--- config.mk ---
export PLATFORM = sky130hd
export DESIGN_NAME = priority_interrupt_arbiter
export DESIGN_NICKNAME = d
export VERILOG_FILES = /design/src/hw/prio_irq_pkg.sv /design/src/hw/priority_interrupt_arbiter.sv /design/src/hw/source_ctl_cell.sv
export VERILOG_INCLUDE_DIRS = /design/src /design/src/hw
export SDC_FILE = /design/constraint.sdc
export NUM_CORES = 1
export LEC_CHECK = 0
export BUFFER_PORTS_ARGS = -buffer_cell sky130_fd_sc_hd__buf_4
export CAP_MARGIN = 5
export CELL_PAD_IN_SITES_DETAIL_PLACEMENT = 0
export CELL_PAD_IN_SITES_GLOBAL_PLACEMENT = 1
export CORE_AREA = 10 10 250 252
export CTS_CLUSTER_DIAMETER = 200
export CTS_CLUSTER_SIZE = 24
export DETAILED_ROUTE_END_ITERATION = 7
export DIE_AREA = 0 0 260 262
export GPL_ROUTABILITY_DRIVEN = 0
export PLACE_DENSITY = 0.91
export SLEW_MARGIN = 5
export SYNTH_ARGS = -nofsm -noshare
export SYNTH_HDL_FRONTEND = slang
export SYNTH_SLANG_ARGS = --single-unit
--- constraint.sdc ---
create_clock -name clk_in -period 73.9 [get_ports clk_in]
set_clock_uncertainty 0.2 [all_clocks]
set_input_delay 18.475 -clock clk_in [delete_from_list [all_inputs] [get_ports clk_in]]
set_output_delay 18.475 -clock clk_in [all_outputs]
set_load 0.1 [all_outputs]
--- src/hw/prio_irq_regs.svh ---
// Purpose: offsets, field positions, reset values and counts of the interrupt arbiter
// Assumes: register port addressed by word index
// Notes: definitions only
`ifndef PRIO_IRQ_REGS_SVH
`define PRIO_IRQ_REGS_SVH

`define NODE_COUNT 33
`define NODE_IDX_W 6
`define ADDR_W 7
`define ADDR_CTL_LAST 7'h20
`define ADDR_STATUS_WORD 7'h40
`define CTL_FLAG_BIT 7
`define CTL_ENABLE_BIT 6
`define CTL_LVL_HI 5
`define CTL_LVL_LO 2
`define CTL_GRP_HI 1
`define CTL_GRP_LO 0
`define CTL_RESET 8'h00
`define SW_LVL_HI 15
`define SW_LVL_LO 12
`define SW_GIE_BIT 11
`define SW_HOLD_BIT 10
`define SW_WRITE_MASK 16'hFC7F
`define SW_RESET 16'h0000
`define XFER_LVL_TOP 3'h7

`endif

--- src/hw/prio_irq_pkg.sv ---
// Purpose: types shared by the interrupt arbiter files
// Assumes: nothing
// Notes: constants live in prio_irq_regs.svh
package prio_irq_pkg;
	typedef enum logic [1:0] {
		ST_IDLE = 2'b00,
		ST_PUSH = 2'b01,
		ST_ENTER = 2'b10,
		ST_XFER = 2'b11
	} seq_state_t;
	typedef logic [7:0] node_ctl_t;
endpackage

--- src/hw/priority_interrupt_arbiter.sv ---
// Purpose: two-level interrupt arbitration with hand-off to the CPU or a transfer channel
// Assumes: peripherals, CPU and transfer channels run on clk_in; no synchronisers needed
// Notes: one request is taken per instr_end_in; entry sequence is push, then enter
// Contract
// - up to 33 nodes, each with one priority setting and enable
// - control byte: flag bit 7, enable bit 6, level 5..2, group 1..0
// - disabled nodes never arbitrate; enabled nodes arbitrate while flagged
// - hardware sets the flag on every source request
// - flag clears on routine entry and on transfer service
// - flag stays set when a transfer brings the channel count to zero
// - software writes to the flag act like hardware sets or clears
// - higher 4-bit level wins first-level arbitration
// - on equal level, higher 2-bit group wins
// - entry pushes old status word, then loads winner level into CPU level
// - nesting up to 15 deep; level 0 never wins
// - levels 15 and 14 use a transfer unless the channel count is zero
// - levels 13 to 1 always take a CPU interrupt
// - enabled level-0 request is never serviced but wakes the CPU
// - channel number is level LSB then group
// - higher channel number ranks above lower on simultaneous transfer requests
// - status word: upper byte interrupt controls and bus hold, lower byte flags
// - at instruction end pick the top request, serve only above CPU level
// - global enable off blocks new requests; started ones finish
// - upper control byte reads zero and ignores writes
//
// Local design decisions: the address map and the strobed register port.
`timescale 1ns/1ps
`default_nettype none
`include "prio_irq_regs.svh"
module priority_interrupt_arbiter
	import prio_irq_pkg::*;
(
	// clock and reset
	input wire logic clk_in,
	input wire logic rst_n_in,
	// register port
	input wire logic [`ADDR_W-1:0] addr_in,
	input wire logic [15:0] wr_data_in,
	input wire logic wr_in,
	input wire logic rd_in,
	output logic [15:0] rd_data_out,
	// peripheral requests, one pulse per request per node
	input wire logic [`NODE_COUNT-1:0] req_in,
	// cpu side
	input wire logic instr_end_in,
	input wire logic cpu_ret_in,
	input wire logic [15:0] psw_ret_in,
	output logic stack_push_out,
	output logic [15:0] stacked_psw_out,
	output logic vector_take_out,
	output logic [`NODE_IDX_W-1:0] vector_num_out,
	output logic [15:0] psw_out,
	output logic wake_out,
	// transfer channels
	input wire logic [7:0] chan_count_zero_in,
	input wire logic xfer_done_in,
	input wire logic xfer_count_zero_in,
	output logic xfer_start_out,
	output logic [2:0] xfer_chan_out
);
	// ranking key: pending, level, group; pending in the top bit keeps idle nodes out
	function automatic logic [6:0] rank_key(input node_ctl_t c);
		rank_key = {c[`CTL_FLAG_BIT] & c[`CTL_ENABLE_BIT], c[`CTL_LVL_HI:`CTL_GRP_LO]};
	endfunction

	function automatic logic [3:0] lvl_of(input node_ctl_t c);
		lvl_of = c[`CTL_LVL_HI:`CTL_LVL_LO];
	endfunction

	node_ctl_t ctl_w [`NODE_COUNT];
	logic [`NODE_COUNT-1:0] pend_w;
	logic [`NODE_COUNT-1:0] clr_w;
	logic [`NODE_COUNT-1:0] node_wr_w;

	seq_state_t st_q, st_d;
	logic [`NODE_IDX_W-1:0] win_idx_q, win_idx_d;
	logic [3:0] win_lvl_q, win_lvl_d;
	logic [1:0] win_grp_q, win_grp_d;
	logic [15:0] psw_q, psw_d;
	logic [15:0] rd_data_q, rd_data_d;
	logic stack_push_q, stack_push_d;
	logic [15:0] stacked_psw_q, stacked_psw_d;
	logic vector_take_q, vector_take_d;
	logic [`NODE_IDX_W-1:0] vector_num_q, vector_num_d;
	logic wake_q, wake_d;
	logic xfer_start_q, xfer_start_d;
	logic [2:0] xfer_chan_q, xfer_chan_d;

	logic [6:0] best_key_w;
	logic [`NODE_IDX_W-1:0] best_idx_w;
	logic take_w;
	logic to_xfer_w;
	logic clr_en_w;

	// one cell per node; shared sources on a node share its byte
	genvar gi;
	generate
		for (gi = 0; gi < `NODE_COUNT; gi++) begin : g_node
			// compare as int so the loop index is never cut to the address width
			assign node_wr_w[gi] = wr_in && (int'(addr_in) == gi);
			assign clr_w[gi] = clr_en_w && (int'(win_idx_q) == gi);
			assign pend_w[gi] = ctl_w[gi][`CTL_FLAG_BIT] && ctl_w[gi][`CTL_ENABLE_BIT];
			source_ctl_cell u_cell (
				.clk_in(clk_in),
				.rst_n_in(rst_n_in),
				.req_in(req_in[gi]),
				.svc_clr_in(clr_w[gi]),
				.sw_wr_in(node_wr_w[gi]),
				.sw_data_in(wr_data_in[7:0]),
				.ctl_out(ctl_w[gi])
			);
		end
	endgenerate

	// strict compare keeps the lowest index on a tie; ties are a software fault
	always_comb begin
		best_key_w = 7'h00;
		best_idx_w = '0;
		for (int i = 0; i < `NODE_COUNT; i++) begin
			if (rank_key(ctl_w[i]) > best_key_w) begin
				best_key_w = rank_key(ctl_w[i]);
				best_idx_w = i[`NODE_IDX_W-1:0];
			end
		end
	end

	// level 0 can never exceed the CPU level, so it is never taken
	assign take_w = instr_end_in && best_key_w[6] && psw_q[`SW_GIE_BIT]
		&& (best_key_w[5:2] > psw_q[`SW_LVL_HI:`SW_LVL_LO]);
	assign to_xfer_w = (best_key_w[5:3] == `XFER_LVL_TOP)
		&& !chan_count_zero_in[best_key_w[2:0]];
	assign clr_en_w = (st_q == ST_PUSH) || ((st_q == ST_XFER) && xfer_done_in && !xfer_count_zero_in);

	always_comb begin
		st_d = st_q;
		win_idx_d = win_idx_q;
		win_lvl_d = win_lvl_q;
		win_grp_d = win_grp_q;
		psw_d = psw_q;
		stack_push_d = 1'b0;
		stacked_psw_d = stacked_psw_q;
		vector_take_d = 1'b0;
		vector_num_d = vector_num_q;
		xfer_start_d = 1'b0;
		xfer_chan_d = xfer_chan_q;
		if (wr_in && addr_in == `ADDR_STATUS_WORD) begin
			psw_d = wr_data_in & `SW_WRITE_MASK;
		end
		if (cpu_ret_in) begin
			psw_d = psw_ret_in & `SW_WRITE_MASK;
		end
		unique case (st_q)
			ST_IDLE: begin
				if (take_w) begin
					win_idx_d = best_idx_w;
					win_lvl_d = best_key_w[5:2];
					win_grp_d = best_key_w[1:0];
					if (to_xfer_w) begin
						st_d = ST_XFER;
						xfer_start_d = 1'b1;
						xfer_chan_d = best_key_w[2:0];
					end else begin
						st_d = ST_PUSH;
						stack_push_d = 1'b1;
						stacked_psw_d = psw_q;
					end
				end
			end
			ST_PUSH: begin
				st_d = ST_ENTER;
				psw_d = stacked_psw_q;
				psw_d[`SW_LVL_HI:`SW_LVL_LO] = win_lvl_q;
				vector_take_d = 1'b1;
				vector_num_d = win_idx_q;
			end
			ST_ENTER: begin
				st_d = ST_IDLE;
			end
			ST_XFER: begin
				// a transfer steals cycles only; CPU level is left alone
				if (xfer_done_in) begin
					st_d = ST_IDLE;
				end
			end
		endcase
	end

	// read data stands for one cycle only, zero otherwise
	always_comb begin
		rd_data_d = 16'h0000;
		wake_d = |pend_w;
		if (rd_in) begin
			if (addr_in <= `ADDR_CTL_LAST) begin
				rd_data_d = {8'h00, ctl_w[addr_in[`NODE_IDX_W-1:0]]};
			end else if (addr_in == `ADDR_STATUS_WORD) begin
				rd_data_d = psw_q;
			end
		end
	end

	always_ff @(posedge clk_in) begin
		if (!rst_n_in) begin
			st_q <= ST_IDLE;
			win_idx_q <= '0;
			win_lvl_q <= 4'h0;
			win_grp_q <= 2'h0;
			psw_q <= `SW_RESET;
			rd_data_q <= 16'h0000;
			stack_push_q <= 1'b0;
			stacked_psw_q <= 16'h0000;
			vector_take_q <= 1'b0;
			vector_num_q <= '0;
			wake_q <= 1'b0;
			xfer_start_q <= 1'b0;
			xfer_chan_q <= 3'h0;
		end else begin
			st_q <= st_d;
			win_idx_q <= win_idx_d;
			win_lvl_q <= win_lvl_d;
			win_grp_q <= win_grp_d;
			psw_q <= psw_d;
			rd_data_q <= rd_data_d;
			stack_push_q <= stack_push_d;
			stacked_psw_q <= stacked_psw_d;
			vector_take_q <= vector_take_d;
			vector_num_q <= vector_num_d;
			wake_q <= wake_d;
			xfer_start_q <= xfer_start_d;
			xfer_chan_q <= xfer_chan_d;
		end
	end

	assign rd_data_out = rd_data_q;
	assign stack_push_out = stack_push_q;
	assign stacked_psw_out = stacked_psw_q;
	assign vector_take_out = vector_take_q;
	assign vector_num_out = vector_num_q;
	assign psw_out = psw_q;
	assign wake_out = wake_q;
	assign xfer_start_out = xfer_start_q;
	assign xfer_chan_out = xfer_chan_q;

	// helper for the flag checks
	logic [`NODE_COUNT-1:0] req_prev_q;
	always_ff @(posedge clk_in) begin
		if (!rst_n_in) begin
			req_prev_q <= '0;
		end else begin
			req_prev_q <= req_in;
		end
	end

	// every node is watched, so the check fires whichever source the bench uses
	generate
		for (gi = 0; gi < `NODE_COUNT; gi++) begin : g_set_chk

		end
	endgenerate
endmodule // priority_interrupt_arbiter
`default_nettype wire

--- src/hw/source_ctl_cell.sv ---
// Purpose: one node's source_interrupt_control byte
// Assumes: request and clear pulses come from the same clock
// Notes: a hardware request wins over a software write and a service clear
`timescale 1ns/1ps
`default_nettype none
`include "prio_irq_regs.svh"
module source_ctl_cell
	import prio_irq_pkg::*;
(
	// clock and reset
	input wire logic clk_in,
	input wire logic rst_n_in,
	// events
	input wire logic req_in,
	input wire logic svc_clr_in,
	// software write
	input wire logic sw_wr_in,
	input wire logic [7:0] sw_data_in,
	// stored control byte
	output node_ctl_t ctl_out
);
	node_ctl_t ctl_q;
	node_ctl_t ctl_d;

	always_comb begin
		ctl_d = ctl_q;
		if (sw_wr_in) begin
			ctl_d = sw_data_in;
		end else if (svc_clr_in) begin
			ctl_d[`CTL_FLAG_BIT] = 1'b0;
		end
		if (req_in) begin
			ctl_d[`CTL_FLAG_BIT] = 1'b1;
		end
	end

	always_ff @(posedge clk_in) begin
		if (!rst_n_in) begin
			ctl_q <= `CTL_RESET;
		end else begin
			ctl_q <= ctl_d;
		end
	end

	assign ctl_out = ctl_q;
endmodule // source_ctl_cell
`default_nettype wire

# [After elaboration in Yosys (flattened, before gate mapping)]
# Index checks and enable logic that the tools add are counted.
[totals] regBits=337 latch_bits=0 mem_bits_rw=0 romBits=0 inputBits=88 word_cells=560 n_memories=0
[classes] add_sub_neg=0 multipliers=0 n_div=0 n_lt_le_gt_ge=37 n_eq_ne=71 n_shift=0 mux=181 n_bitwise=38 reduce_logical=154
[ops] op="$mux W7" n=33
[ops] op="$gt A7 B7 Y1" n=32
[ops] op="$mux W6" n=31
[ops] op="$eq A7 B6 Y1 const B" n=16
[ops] op="$logic_and A1 B1 Y1" n=106
[ops] op="$mux W1" n=104
[ops] op="$eq A6 B6 Y1 const B" n=17
[ops] op="$reduce_bool A3 Y1" n=34
[ops] op="$eq A7 B5 Y1 const B" n=8
[ops] op="$bmux W8 S6" n=1
[ops] op="$eq A6 B5 Y1 const B" n=8
[ops] op="$mux W16" n=3
[ops] op="$and A1 B1 Y1" n=33
[ops] op="$reduce_or A33 Y1" n=1
[ops] op="$mux W8" n=4
[ops] op="$eq A7 B4 Y1 const B" n=4
[ops] op="$eq A6 B4 Y1 const B" n=4
[ops] op="$eq A7 B3 Y1 const B" n=2
[ops] op="$eq A7 B7 Y1 const B" n=2
[ops] op="$eq A6 B3 Y1 const B" n=2
[ops] op="$reduce_and A3 Y1" n=3
[ops] op="$pmux W2 S4" n=1
[ops] op="$eq A7 B2 Y1 const B" n=1
[ops] op="$ge A7 B7 Y1 const B" n=1
[ops] op="20 further kinds" n=30

# [Depth between registers and ports, before layout]
# Gate-level depths: netlist (run 1).
[depth] ltp_word=74 ltp_mapped=346

# [By module]
# Synthesis (run 1) repeated with hierarchy kept, for this count alone.
[hier_totals] cells_unflattened=3368 area_unflattened_um2=28477.3
[by_module_without_submodules] module="priority_interrupt_arbiter" instances=1 cells_each=2510 area_per_inst_um2=18361.4 seq_area_each_um2=1461.4
[by_module_without_submodules] module="source_ctl_cell" instances=33 cells_each=26 area_per_inst_um2=306.5 seq_area_each_um2=160.2

# [Worst setup path after synthesis (run 1)]
# Ideal clock, no wire load.
[synth_timing] path_type="flip-flop to flip-flop" start="register g_node[1].u_cell.ctl_q[6]" end="register win_idx_q[5]" t_arrival_ns=58.816 required_ns=73.572 slack_ns=14.756 path_stages_with_launch=314 path_buffers=30 synth_period_minus_slack_ns=59.144 path_cell_list="dfxtp_1 -> nand2_1 -> ha_1 -> nand4b_1 -> or2_1 -> o21ai_1 -> mux2i_1 -> ha_1 -> nand3_1 -> and2_1 -> a31oi_1 -> o21ai_0 -> mux2i_1 -> mux2i_1 -> ha_1 -> nor2b_1 -> o21ai_0 -> a21oi_1 -> [... 278 more ...] -> nand2b_1 -> a221oi_1 -> a41o_1 -> clkbuf_1 -> clkbuf_1 -> o311ai_0 -> o21ai_0 -> o31ai_2 -> ha_1 -> nand4_1 -> nand4b_1 -> nor2_1 -> o211ai_1 -> a211o_1 -> clkbuf_1 -> clkbuf_1 -> mux2i_1 -> nor2_1"
[synth_rtl] element="start, declared" line="source_ctl_cell.sv:22" rtl="node_ctl_t ctl_q;"
[synth_rtl] element="start signal, assigned" line="source_ctl_cell.sv:39" rtl="ctl_q <= `CTL_RESET;"
[synth_rtl] element="start signal, assigned" line="source_ctl_cell.sv:41" rtl="ctl_q <= ctl_d;"
[synth_rtl] element="$and A1 B1 Y1 *" line="priority_interrupt_arbiter.sv:63" rtl="rank_key = {c[`CTL_FLAG_BIT] & c[`CTL_ENABLE_BIT], c[`CTL_LVL_HI:`CTL_GRP_LO]};"
[synth_rtl] element="$gt A7 B7 Y1" line="priority_interrupt_arbiter.sv:120" rtl="if (rank_key(ctl_w[i]) > best_key_w) begin"
[synth_rtl] element="$mux W7 *" line="priority_interrupt_arbiter.sv:120"
[synth_rtl] element="$gt A7 B7 Y1" line="priority_interrupt_arbiter.sv:120"
[synth_rtl] element="$mux W7 *" line="priority_interrupt_arbiter.sv:120"
[synth_rtl] element="$gt A7 B7 Y1" line="priority_interrupt_arbiter.sv:120"
[synth_rtl] element="$mux W7 *" line="priority_interrupt_arbiter.sv:120"
[synth_rtl] element="$gt A7 B7 Y1" line="priority_interrupt_arbiter.sv:120"
[synth_rtl] element="[... 53 more ...]"
[synth_rtl] element="$gt A7 B7 Y1" line="priority_interrupt_arbiter.sv:120"
[synth_rtl] element="$mux W7 *" line="priority_interrupt_arbiter.sv:120"
[synth_rtl] element="$gt A7 B7 Y1" line="priority_interrupt_arbiter.sv:120"
[synth_rtl] element="$mux W7 *" line="priority_interrupt_arbiter.sv:120"
[synth_rtl] element="net best_key_w[5]" line="priority_interrupt_arbiter.sv:89" rtl="logic [6:0] best_key_w;"
[synth_rtl] element="$gt A4 B4 Y1 *" line="priority_interrupt_arbiter.sv:129" rtl="&& (best_key_w[5:2] > psw_q[`SW_LVL_HI:`SW_LVL_LO]);"
[synth_rtl] element="$logic_and A1 B1 Y1 *" line="priority_interrupt_arbiter.sv:128" rtl="assign take_w = instr_end_in && best_key_w[6] && psw_q[`SW_GIE_BIT]"
[synth_rtl] element="$reduce_and A2 Y1 (no line) *"
[synth_rtl] element="end signal, assigned" line="priority_interrupt_arbiter.sv:218" rtl="win_idx_q <= win_idx_d;"
[synth_rtl] element="end, declared" line="priority_interrupt_arbiter.sv:76" rtl="logic [`NODE_IDX_W-1:0] win_idx_q, win_idx_d;"
# Mark *: on every way through the listed nets, which the timed path passes. The rest lies on a longest branch.
# A chain may end at the register's enable or synchronous reset.

# [Final worst setup path (run 1)]
[layout_timing] start="register g_node[0].u_cell.ctl_q[4]" end="register win_idx_q[0]"
[layout_rtl] element="start, declared" line="source_ctl_cell.sv:22"
[layout_rtl] element="start signal, assigned" line="source_ctl_cell.sv:39"
[layout_rtl] element="start signal, assigned" line="source_ctl_cell.sv:41"
[layout_rtl] element="$gt A7 B1 Y1" line="priority_interrupt_arbiter.sv:120"
[layout_rtl] element="$mux W7 *" line="priority_interrupt_arbiter.sv:120"
[layout_rtl] element="$gt A7 B7 Y1" line="priority_interrupt_arbiter.sv:120"
[layout_rtl] element="$mux W7 *" line="priority_interrupt_arbiter.sv:120"
[layout_rtl] element="$gt A7 B7 Y1" line="priority_interrupt_arbiter.sv:120"
[layout_rtl] element="$mux W7 *" line="priority_interrupt_arbiter.sv:120"
[layout_rtl] element="$gt A7 B7 Y1" line="priority_interrupt_arbiter.sv:120"
[layout_rtl] element="$mux W7 *" line="priority_interrupt_arbiter.sv:120"
[layout_rtl] element="[... 54 more ...]"
[layout_rtl] element="$gt A7 B7 Y1" line="priority_interrupt_arbiter.sv:120"
[layout_rtl] element="$mux W7 *" line="priority_interrupt_arbiter.sv:120"
[layout_rtl] element="$gt A7 B7 Y1" line="priority_interrupt_arbiter.sv:120"
[layout_rtl] element="$mux W7 *" line="priority_interrupt_arbiter.sv:120"
[layout_rtl] element="net best_key_w[5]" line="priority_interrupt_arbiter.sv:89"
[layout_rtl] element="$gt A4 B4 Y1 *" line="priority_interrupt_arbiter.sv:129"
[layout_rtl] element="$logic_and A1 B1 Y1 *" line="priority_interrupt_arbiter.sv:128"
[layout_rtl] element="$reduce_and A2 Y1 (no line) *"
# Marked as above.

==> flow_metrics.py, run 1 <==
metrics = {
    "status": {
        "status": "completed",
    },
    "clocking": {
        "cts.sinks": 337,
        "insertion_delay_ns": 0.57,
        "hold_buffers": 0,
        "cts_root_buffer": "clkbuf_16",
        "clk_pin_slew_ns": 0.10,
        "cts_tree": "done",
        "clockBufferDepth": 3,
        "numCtsBuffers": 18,
        "cts_max_level": 1,
    },
    "timing": {
        "tightest_slew_ns": 1.190,
        "fmax_ghz": 0.01447,
        "slew_headroom_pct": 20.36,
        "setup_viol": 0,
        "period_needed_ns": 69.10,
        "post-route-period-util_pct": 93.51,
        "hold_violations": 0,
        "drv_slew": 0,
        "finalSetupTns_ns": 0,
        "rsz0062_at_grt": "no",
        "setup_ws_ns": 4.800,
    },
    "floorplan": {
        "dieArea_sq_um": 68120,
        "fp-row-count": 88,
        "die_x_um": 260,
        "start_util_pct": 46.51,
        "core_area_sq_um": 57370,
        "die_h_um": 262,
        "ios": 149,
    },
    "cells_and_area": {
        "multiInputGateArea_sq_um": 18800,
        "synthToLayoutAreaGrowth_pct": 8.385,
        "n_fill_cell": 5652,
        "seq_area_sq_um": 6746,
        "drive_gt1_share_pct": 10.89,
        "layout_common_cells": "556 x nand2_1, 378 x a21oi_1, 337 x dfxtp_1",
        "layout_commonest_cell": "nand2_1",
        "num_antenna_cells": 0,
        "fin_nets": 3739,
    },
    "global_route": {
        "grt_pass1_vias": 24023,
        "gr-total-overflow": 0,
        "grt_first_pass_wirelength_mm": 142.9,
        "track_usage_pct": 26.34,
        "antenna_found_initial": 2,
        "grt_max_degree": 121,
    },
    "logic_synthesis": {
        "synth.avg_cell_area_sq_um": 7.783,
        "synth_seq_cells": 337,
        "synth_area_sq_um": 26680,
        "yosys_warnings": 0,
        "synth_edf_count": 0,
        "syn_inst": 3428,
        "synth.distinct_cells": 94,
        "ys_seq_area_share_pct": 25.29,
        "synth_nets": 3715,
        "synth_ff_type": "dfxtp_1",
        "async_flop_share_pct": 0,
    },
    "route": {
        "top_layer_used": "met5",
        "drtIter0Drc": 2746,
        "vias": 26474,
        "antenna_left": 0,
        "met3RoutedLength_mm": 9.855,
        "totalWireLength_mm": 94.03,
        "firstDrtPassIters": 6,
        "wl_met2_mm": 41.78,
        "wl_per_cell_um": 22.29,
        "met1_length_mm": 39.40,
        "avgViaCountPerCell": 6.276,
        "drt_drc_violations_left": 0,
    },
    "min_path": {
        "min_from": "vector_num_out[1]$_SDFFE_PN0P_",
        "worstHoldPathType": "flop to flop",
    },
    "placed_design": {
        "dp_slack_ns": 1.176,
        "place_hpwl_mm": 71.78,
        "io_buffers": 143,
    },
    "critical_path": {
        "worstPathRequired_ns": 74.19,
        "crit_start": "g_node[0].u_cell.ctl_out[4]$_SDFFE_PN0P_",
        "critPathKind": "flop to flop",
        "cpPeakStageDelay_ns": 0.64,
        "worstPathArrival_ns": 69.39,
        "cpMaxStageDelayCell": "o21ai_1",
        "endpoint_kind": "flop",
        "path_max_fanout": 20,
        "cpMostUsedCell": "ha_1",
        "r2r-start": "g_node[0].u_cell.ctl_out[4]$_SDFFE_PN0P_",
        "start_kind": "flop",
    },
    "job": {
        "maxCapViolCount": 0,
    },
}
## per-layer routing
| metal | vias to the layer above | track usage (%) |
|---|---|---|
| met5 | - | 0 |
| met4 | 2 | 7.309 |
| met3 | 150 | 4.624 |
| met2 | 1308 | 42.14 |
| met1 | 12522 | 35.93 |
| li1 | 12492 | - |
## per-stage QoR
stage | cell area [sq um] | hold WS [ns] | utilization [%] | instances
after global routing | 28920 | 0.2838 | 50.41 | 4218
after detailed placement | 28190 | 0.2495 | 49.15 | 4187
final | 28920 | 0.2649 | 50.41 | 4218
after floorplan | 26680 | 0.2367 | - | 3428
after global placement | 28190 | 0.2457 | 49.15 | 4187
after CTS | 28690 | 0.2629 | 50.02 | 4208
## synth_stat cells, drive strengths merged, types with 9 or more instances
| library cell | n | area, sq um |
|---|---|---|
| o21bai | 10 | 82.58 |
| nand2 | 556 | 2087 |
| nor2b | 41 | 256.5 |
| or2 | 12 | 75.08 |
| a21oi | 383 | 1928 |
| o21a | 39 | 292.8 |
| mux2 | 27 | 304.0 |
| a211oi | 30 | 245.2 |
| o211ai | 51 | 387.9 |
| o221ai | 20 | 175.2 |
| a211o | 10 | 87.58 |
| mux4 | 80 | 1802 |
| a311oi | 10 | 93.84 |
| o2111ai | 9 | 91.34 |
| o31ai | 15 | 117.6 |
| inv | 165 | 619.4 |
| dfxtp | 337 | 6746 |
| o22ai | 9 | 56.30 |
| and2 | 50 | 312.8 |
| mux2i | 165 | 1664 |
| nand2b | 46 | 287.8 |
| or3 | 10 | 62.56 |
| nor3 | 35 | 180.2 |
| and3 | 48 | 305.3 |
| a22oi | 12 | 95.09 |
| a31o | 9 | 78.83 |
| a31oi | 48 | 300.3 |
| a22o | 14 | 122.6 |
| nor2 | 314 | 1179 |
| o311ai | 11 | 96.35 |
| clkbuf | 134 | 503.0 |
| maj3 | 26 | 260.3 |
| ha | 199 | 2490 |
| o21ai | 148 | 740.7 |
| a21boi | 14 | 116.4 |
| a221oi | 12 | 136.4 |
| nand3 | 98 | 490.5 |
| buf | 33 | 161.4 |
| a21o | 75 | 563.0 |
| nand4 | 16 | 100.1 |
## worst paths after layout
path / end / slack (ns) / cells after the start
setup / recovery: win_idx_q[0]$_SDFFE_PN0P_ / 4.80 / 302
hold / removal: vector_num_out[1]$_SDFFE_PN0P_ / 0.26 / 2
setup reg to reg: win_idx_q[0]$_SDFFE_PN0P_ / 4.80 / 302
hold reg to reg: vector_num_out[1]$_SDFFE_PN0P_ / 0.26 / 2
## cells by family (layout without fill, tap and decap cells)
group / after synthesis / count (layout) / share of synthesized area, %
muxes: 272 / 272 / 14.13
buffers and inverters: 332 / 357 / 4.812
DFF: 337 / 337 / 25.29
and+or+nand+nor: 1264 / 1264 / 21.10
adders and majority gates: 225 / 225 / 10.31
AOI/OAI and AO/OA: 998 / 998 / 24.36
## sequential cells by signal, summed over array words and instances, names as in the netlist, 2 cells and up
signal                 count
stacked_psw_out           16
g_node.u_cell.ctl_out    264
psw_out                   16
vector_num_out             6
st_q                       2
xfer_chan_out              3
win_lvl_q                  4
rd_data_out               16
win_idx_q                  6
## critical path, delay by kind of cell (launching register included)
kind	cells	cell delay [ns]
mux	11	3.31
simple gates	97	19.65
compound gates	136	30.97
flops	1	0.41
buf+inv	20	2.95
fa+ha+maj	38	11.38
## timing repair
action,4_1_cts,5_1_grt
endpoints found under the setup margin,0,33
buffers inserted,0,10
gates resized for setup,0,31
hold endpoints to repair,0,0
## cell type report
class | instances | share of cell area (%)
sequential | 337 | 23.33
clock buffer | 19 | 1.571
inverter | 165 | 2.168
clock inverter | 2 | 0.1601
tap | 765 | 3.310
multi-input combinational | 2759 | 65.02
timing repair buffer | 171 | 4.439
Power of run 1 is left out: the tool's default activity adds up to more than one toggle a clock period on the data nets, which glitch-free logic cannot reach.
==> inputs of run 2 (changes only) <==
==> constraint.sdc (replaced) <==
create_clock -name clk_in -period 69.7 [get_ports clk_in]
set_clock_uncertainty 0.2 [all_clocks]
set_input_delay 17.425 -clock clk_in [delete_from_list [all_inputs] [get_ports clk_in]]
set_output_delay 17.425 -clock clk_in [all_outputs]
set_load 0.1 [all_outputs]
==> run 2 against run 1 <==
Core utilization grew 1.1 points. Hold slack lost 0.0033 ns. Critical path depth grew 18. Die area is the same. Sequential cell count is the same. Cell area grew 2.2%. Global-route usage is essentially flat. Register-to-register slack lost 0.49 ns. Via count grew 1.2%.
==> flow_metrics.py, run 2 (synthesis gave the netlist of run 1 again) <==
metrics = {
    "route": {
        "vias": 26802,
        "firstDrtPassIters": 6,
        "drtIter0Drc": 3031,
        "drt_drc_violations_left": 0,
        "totalWireLength_mm": 94.66,
        "wl_per_cell_um": 22.00,
        "antenna_left": 0,
        "avgViaCountPerCell": 6.230,
    },
    "critical_path": {
        "path_max_fanout": 20,
        "reg2reg_slack_ns": 4.31,
        "critPathKind": "flop to flop",
        "worstPathArrival_ns": 65.67,
        "cpPeakStageDelay_ns": 0.60,
        "cpMaxStageDelayCell": "a311o_2",
        "endpoint_kind": "flop",
        "start_kind": "flop",
        "cpMostUsedCell": "ha_1",
        "worstPathRequired_ns": 69.98,
    },
    "floorplan": {
        "ios": 149,
        "core_area_sq_um": 57370,
        "die_h_um": 262,
        "dieArea_sq_um": 68120,
        "die_x_um": 260,
        "start_util_pct": 46.51,
        "fp-row-count": 88,
    },
    "global_route": {
        "antenna_found_initial": 6,
        "track_usage_pct": 26.34,
        "gr-total-overflow": 0,
        "grt_first_pass_wirelength_mm": 142.3,
        "grt_max_degree": 149,
        "grt_pass1_vias": 24423,
    },
    "placed_design": {
        "place_hpwl_mm": 72.66,
        "io_buffers": 143,
        "dpl.cell_count": 4278,
    },
    "timing": {
        "finalSetupTns_ns": 0,
        "slew_headroom_pct": 13.10,
        "tightest_slew_ns": 1.299,
        "period_needed_ns": 65.39,
        "fmax_ghz": 0.01529,
        "post-route-period-util_pct": 93.82,
        "drv_slew": 0,
        "hold_violations": 0,
        "setup_viol": 0,
    },
    "clocking": {
        "insertion_delay_ns": 0.56,
        "hold_buffers": 0,
        "clockBufferDepth": 3,
        "numCtsBuffers": 18,
        "cts_max_level": 1,
        "clk_pin_slew_ns": 0.11,
        "cts_root_buffer": "clkbuf_16",
        "cts.sinks": 337,
        "cts_tree": "done",
    },
    "cells_and_area": {
        "layout_commonest_cell": "nand2_1",
        "fin_nets": 3822,
        "fin_cells": 4302,
        "synthToLayoutAreaGrowth_pct": 10.73,
        "layout_common_cells": "556 x nand2_1, 378 x a21oi_1, 337 x dfxtp_1",
        "drive_gt1_share_pct": 12.84,
        "largest_reg_flops": 264,
    },
    "min_path": {
        "worstHoldPathType": "flop to flop",
    },
    "status": {
        "status": "completed",
    },
    "job": {
        "maxCapViolCount": 0,
    },
}
[run 2: cell count changes in the layout (fill, tap and decap cells not counted), moves of 2 or more]
cell / previous run / this run
buf_4: 171 / 253
a211oi_2: 3 / 5
a221oi_2: 5 / 3
nand3_1: 95 / 97
nand3_2: 3 / 1
nor2_1: 310 / 312
[run 2: worst max-delay path: cells and delay by family (launching register included)]
| kind | cells | cell delay [ns] |
|---|---|---|
| mux | 10 | 2.52 |
| flops | 1 | 0.38 |
| buf+inv | 24 | 3.63 |
| fa+ha+maj | 38 | 11.20 |
| compound gates | 142 | 28.77 |
| simple gates | 106 | 18.47 |
[run 2: path summary, 6_finish.rpt]
check | cells past startpoint | end | start
max | 320 | win_idx_q[1]$_SDFFE_PN0P_ | g_node[0].u_cell.ctl_out[7]$_SDFFE_PN0P_
min | 2 | vector_num_out[5]$_SDFFE_PN0P_ | vector_num_out[5]$_SDFFE_PN0P_
max reg2reg | 320 | win_idx_q[1]$_SDFFE_PN0P_ | g_node[0].u_cell.ctl_out[7]$_SDFFE_PN0P_
min reg2reg | 2 | vector_num_out[5]$_SDFFE_PN0P_ | vector_num_out[5]$_SDFFE_PN0P_
[run 2: routing by layer]
| metal | wire length, um | GRT usage, % | vias to the layer above |
|---|---|---|---|
| li1 | - | - | 12657 |
| met4 | 3849 | 10.09 | 10 |
| met5 | 158 | 1.210 | - |
| met3 | 9992 | 6.283 | 177 |
| met1 | 39220 | 34.47 | 12676 |
| met2 | 41440 | 41.32 | 1282 |
[run 2: area by class of cell]
cell class                      instances  area, sq um
Antenna cell                            1        2.502
Clock buffer                           20        479.2
Clock inverter                          1        30.03
Fill cell                            5638        27820
Inverter                              165        626.9
Multi-Input combinational cell       2759        18780
Sequential cell                       337         6746
Tap cell                              765        957.2
Timing Repair Buffer                  254         1919
[run 2: through the flow]
step | hold WS [ns] | utilization [%] | worst slack (ns) | cell area (sq um)
2_1_floorplan | 0.2367 | - | 10.56 | 26680
3_3_place_gp | 0.2428 | 50.36 | 3.072 | 28890
3_5_place_dp | 0.2485 | 50.36 | 2.350 | 28890
4_1_cts | 0.2612 | 51.25 | 2.110 | 29400
5_1_grt | 0.2854 | 51.50 | -0.1008 | 29540
6_report | 0.2616 | 51.50 | 4.309 | 29540
[run 2: timing repair]
action                                  in CTS  in global routing
buffers inserted                             0                  2
gates resized for setup                      0                 24
endpoints found under the setup margin       0                 33
Power of run 2 is left out for the same reason.
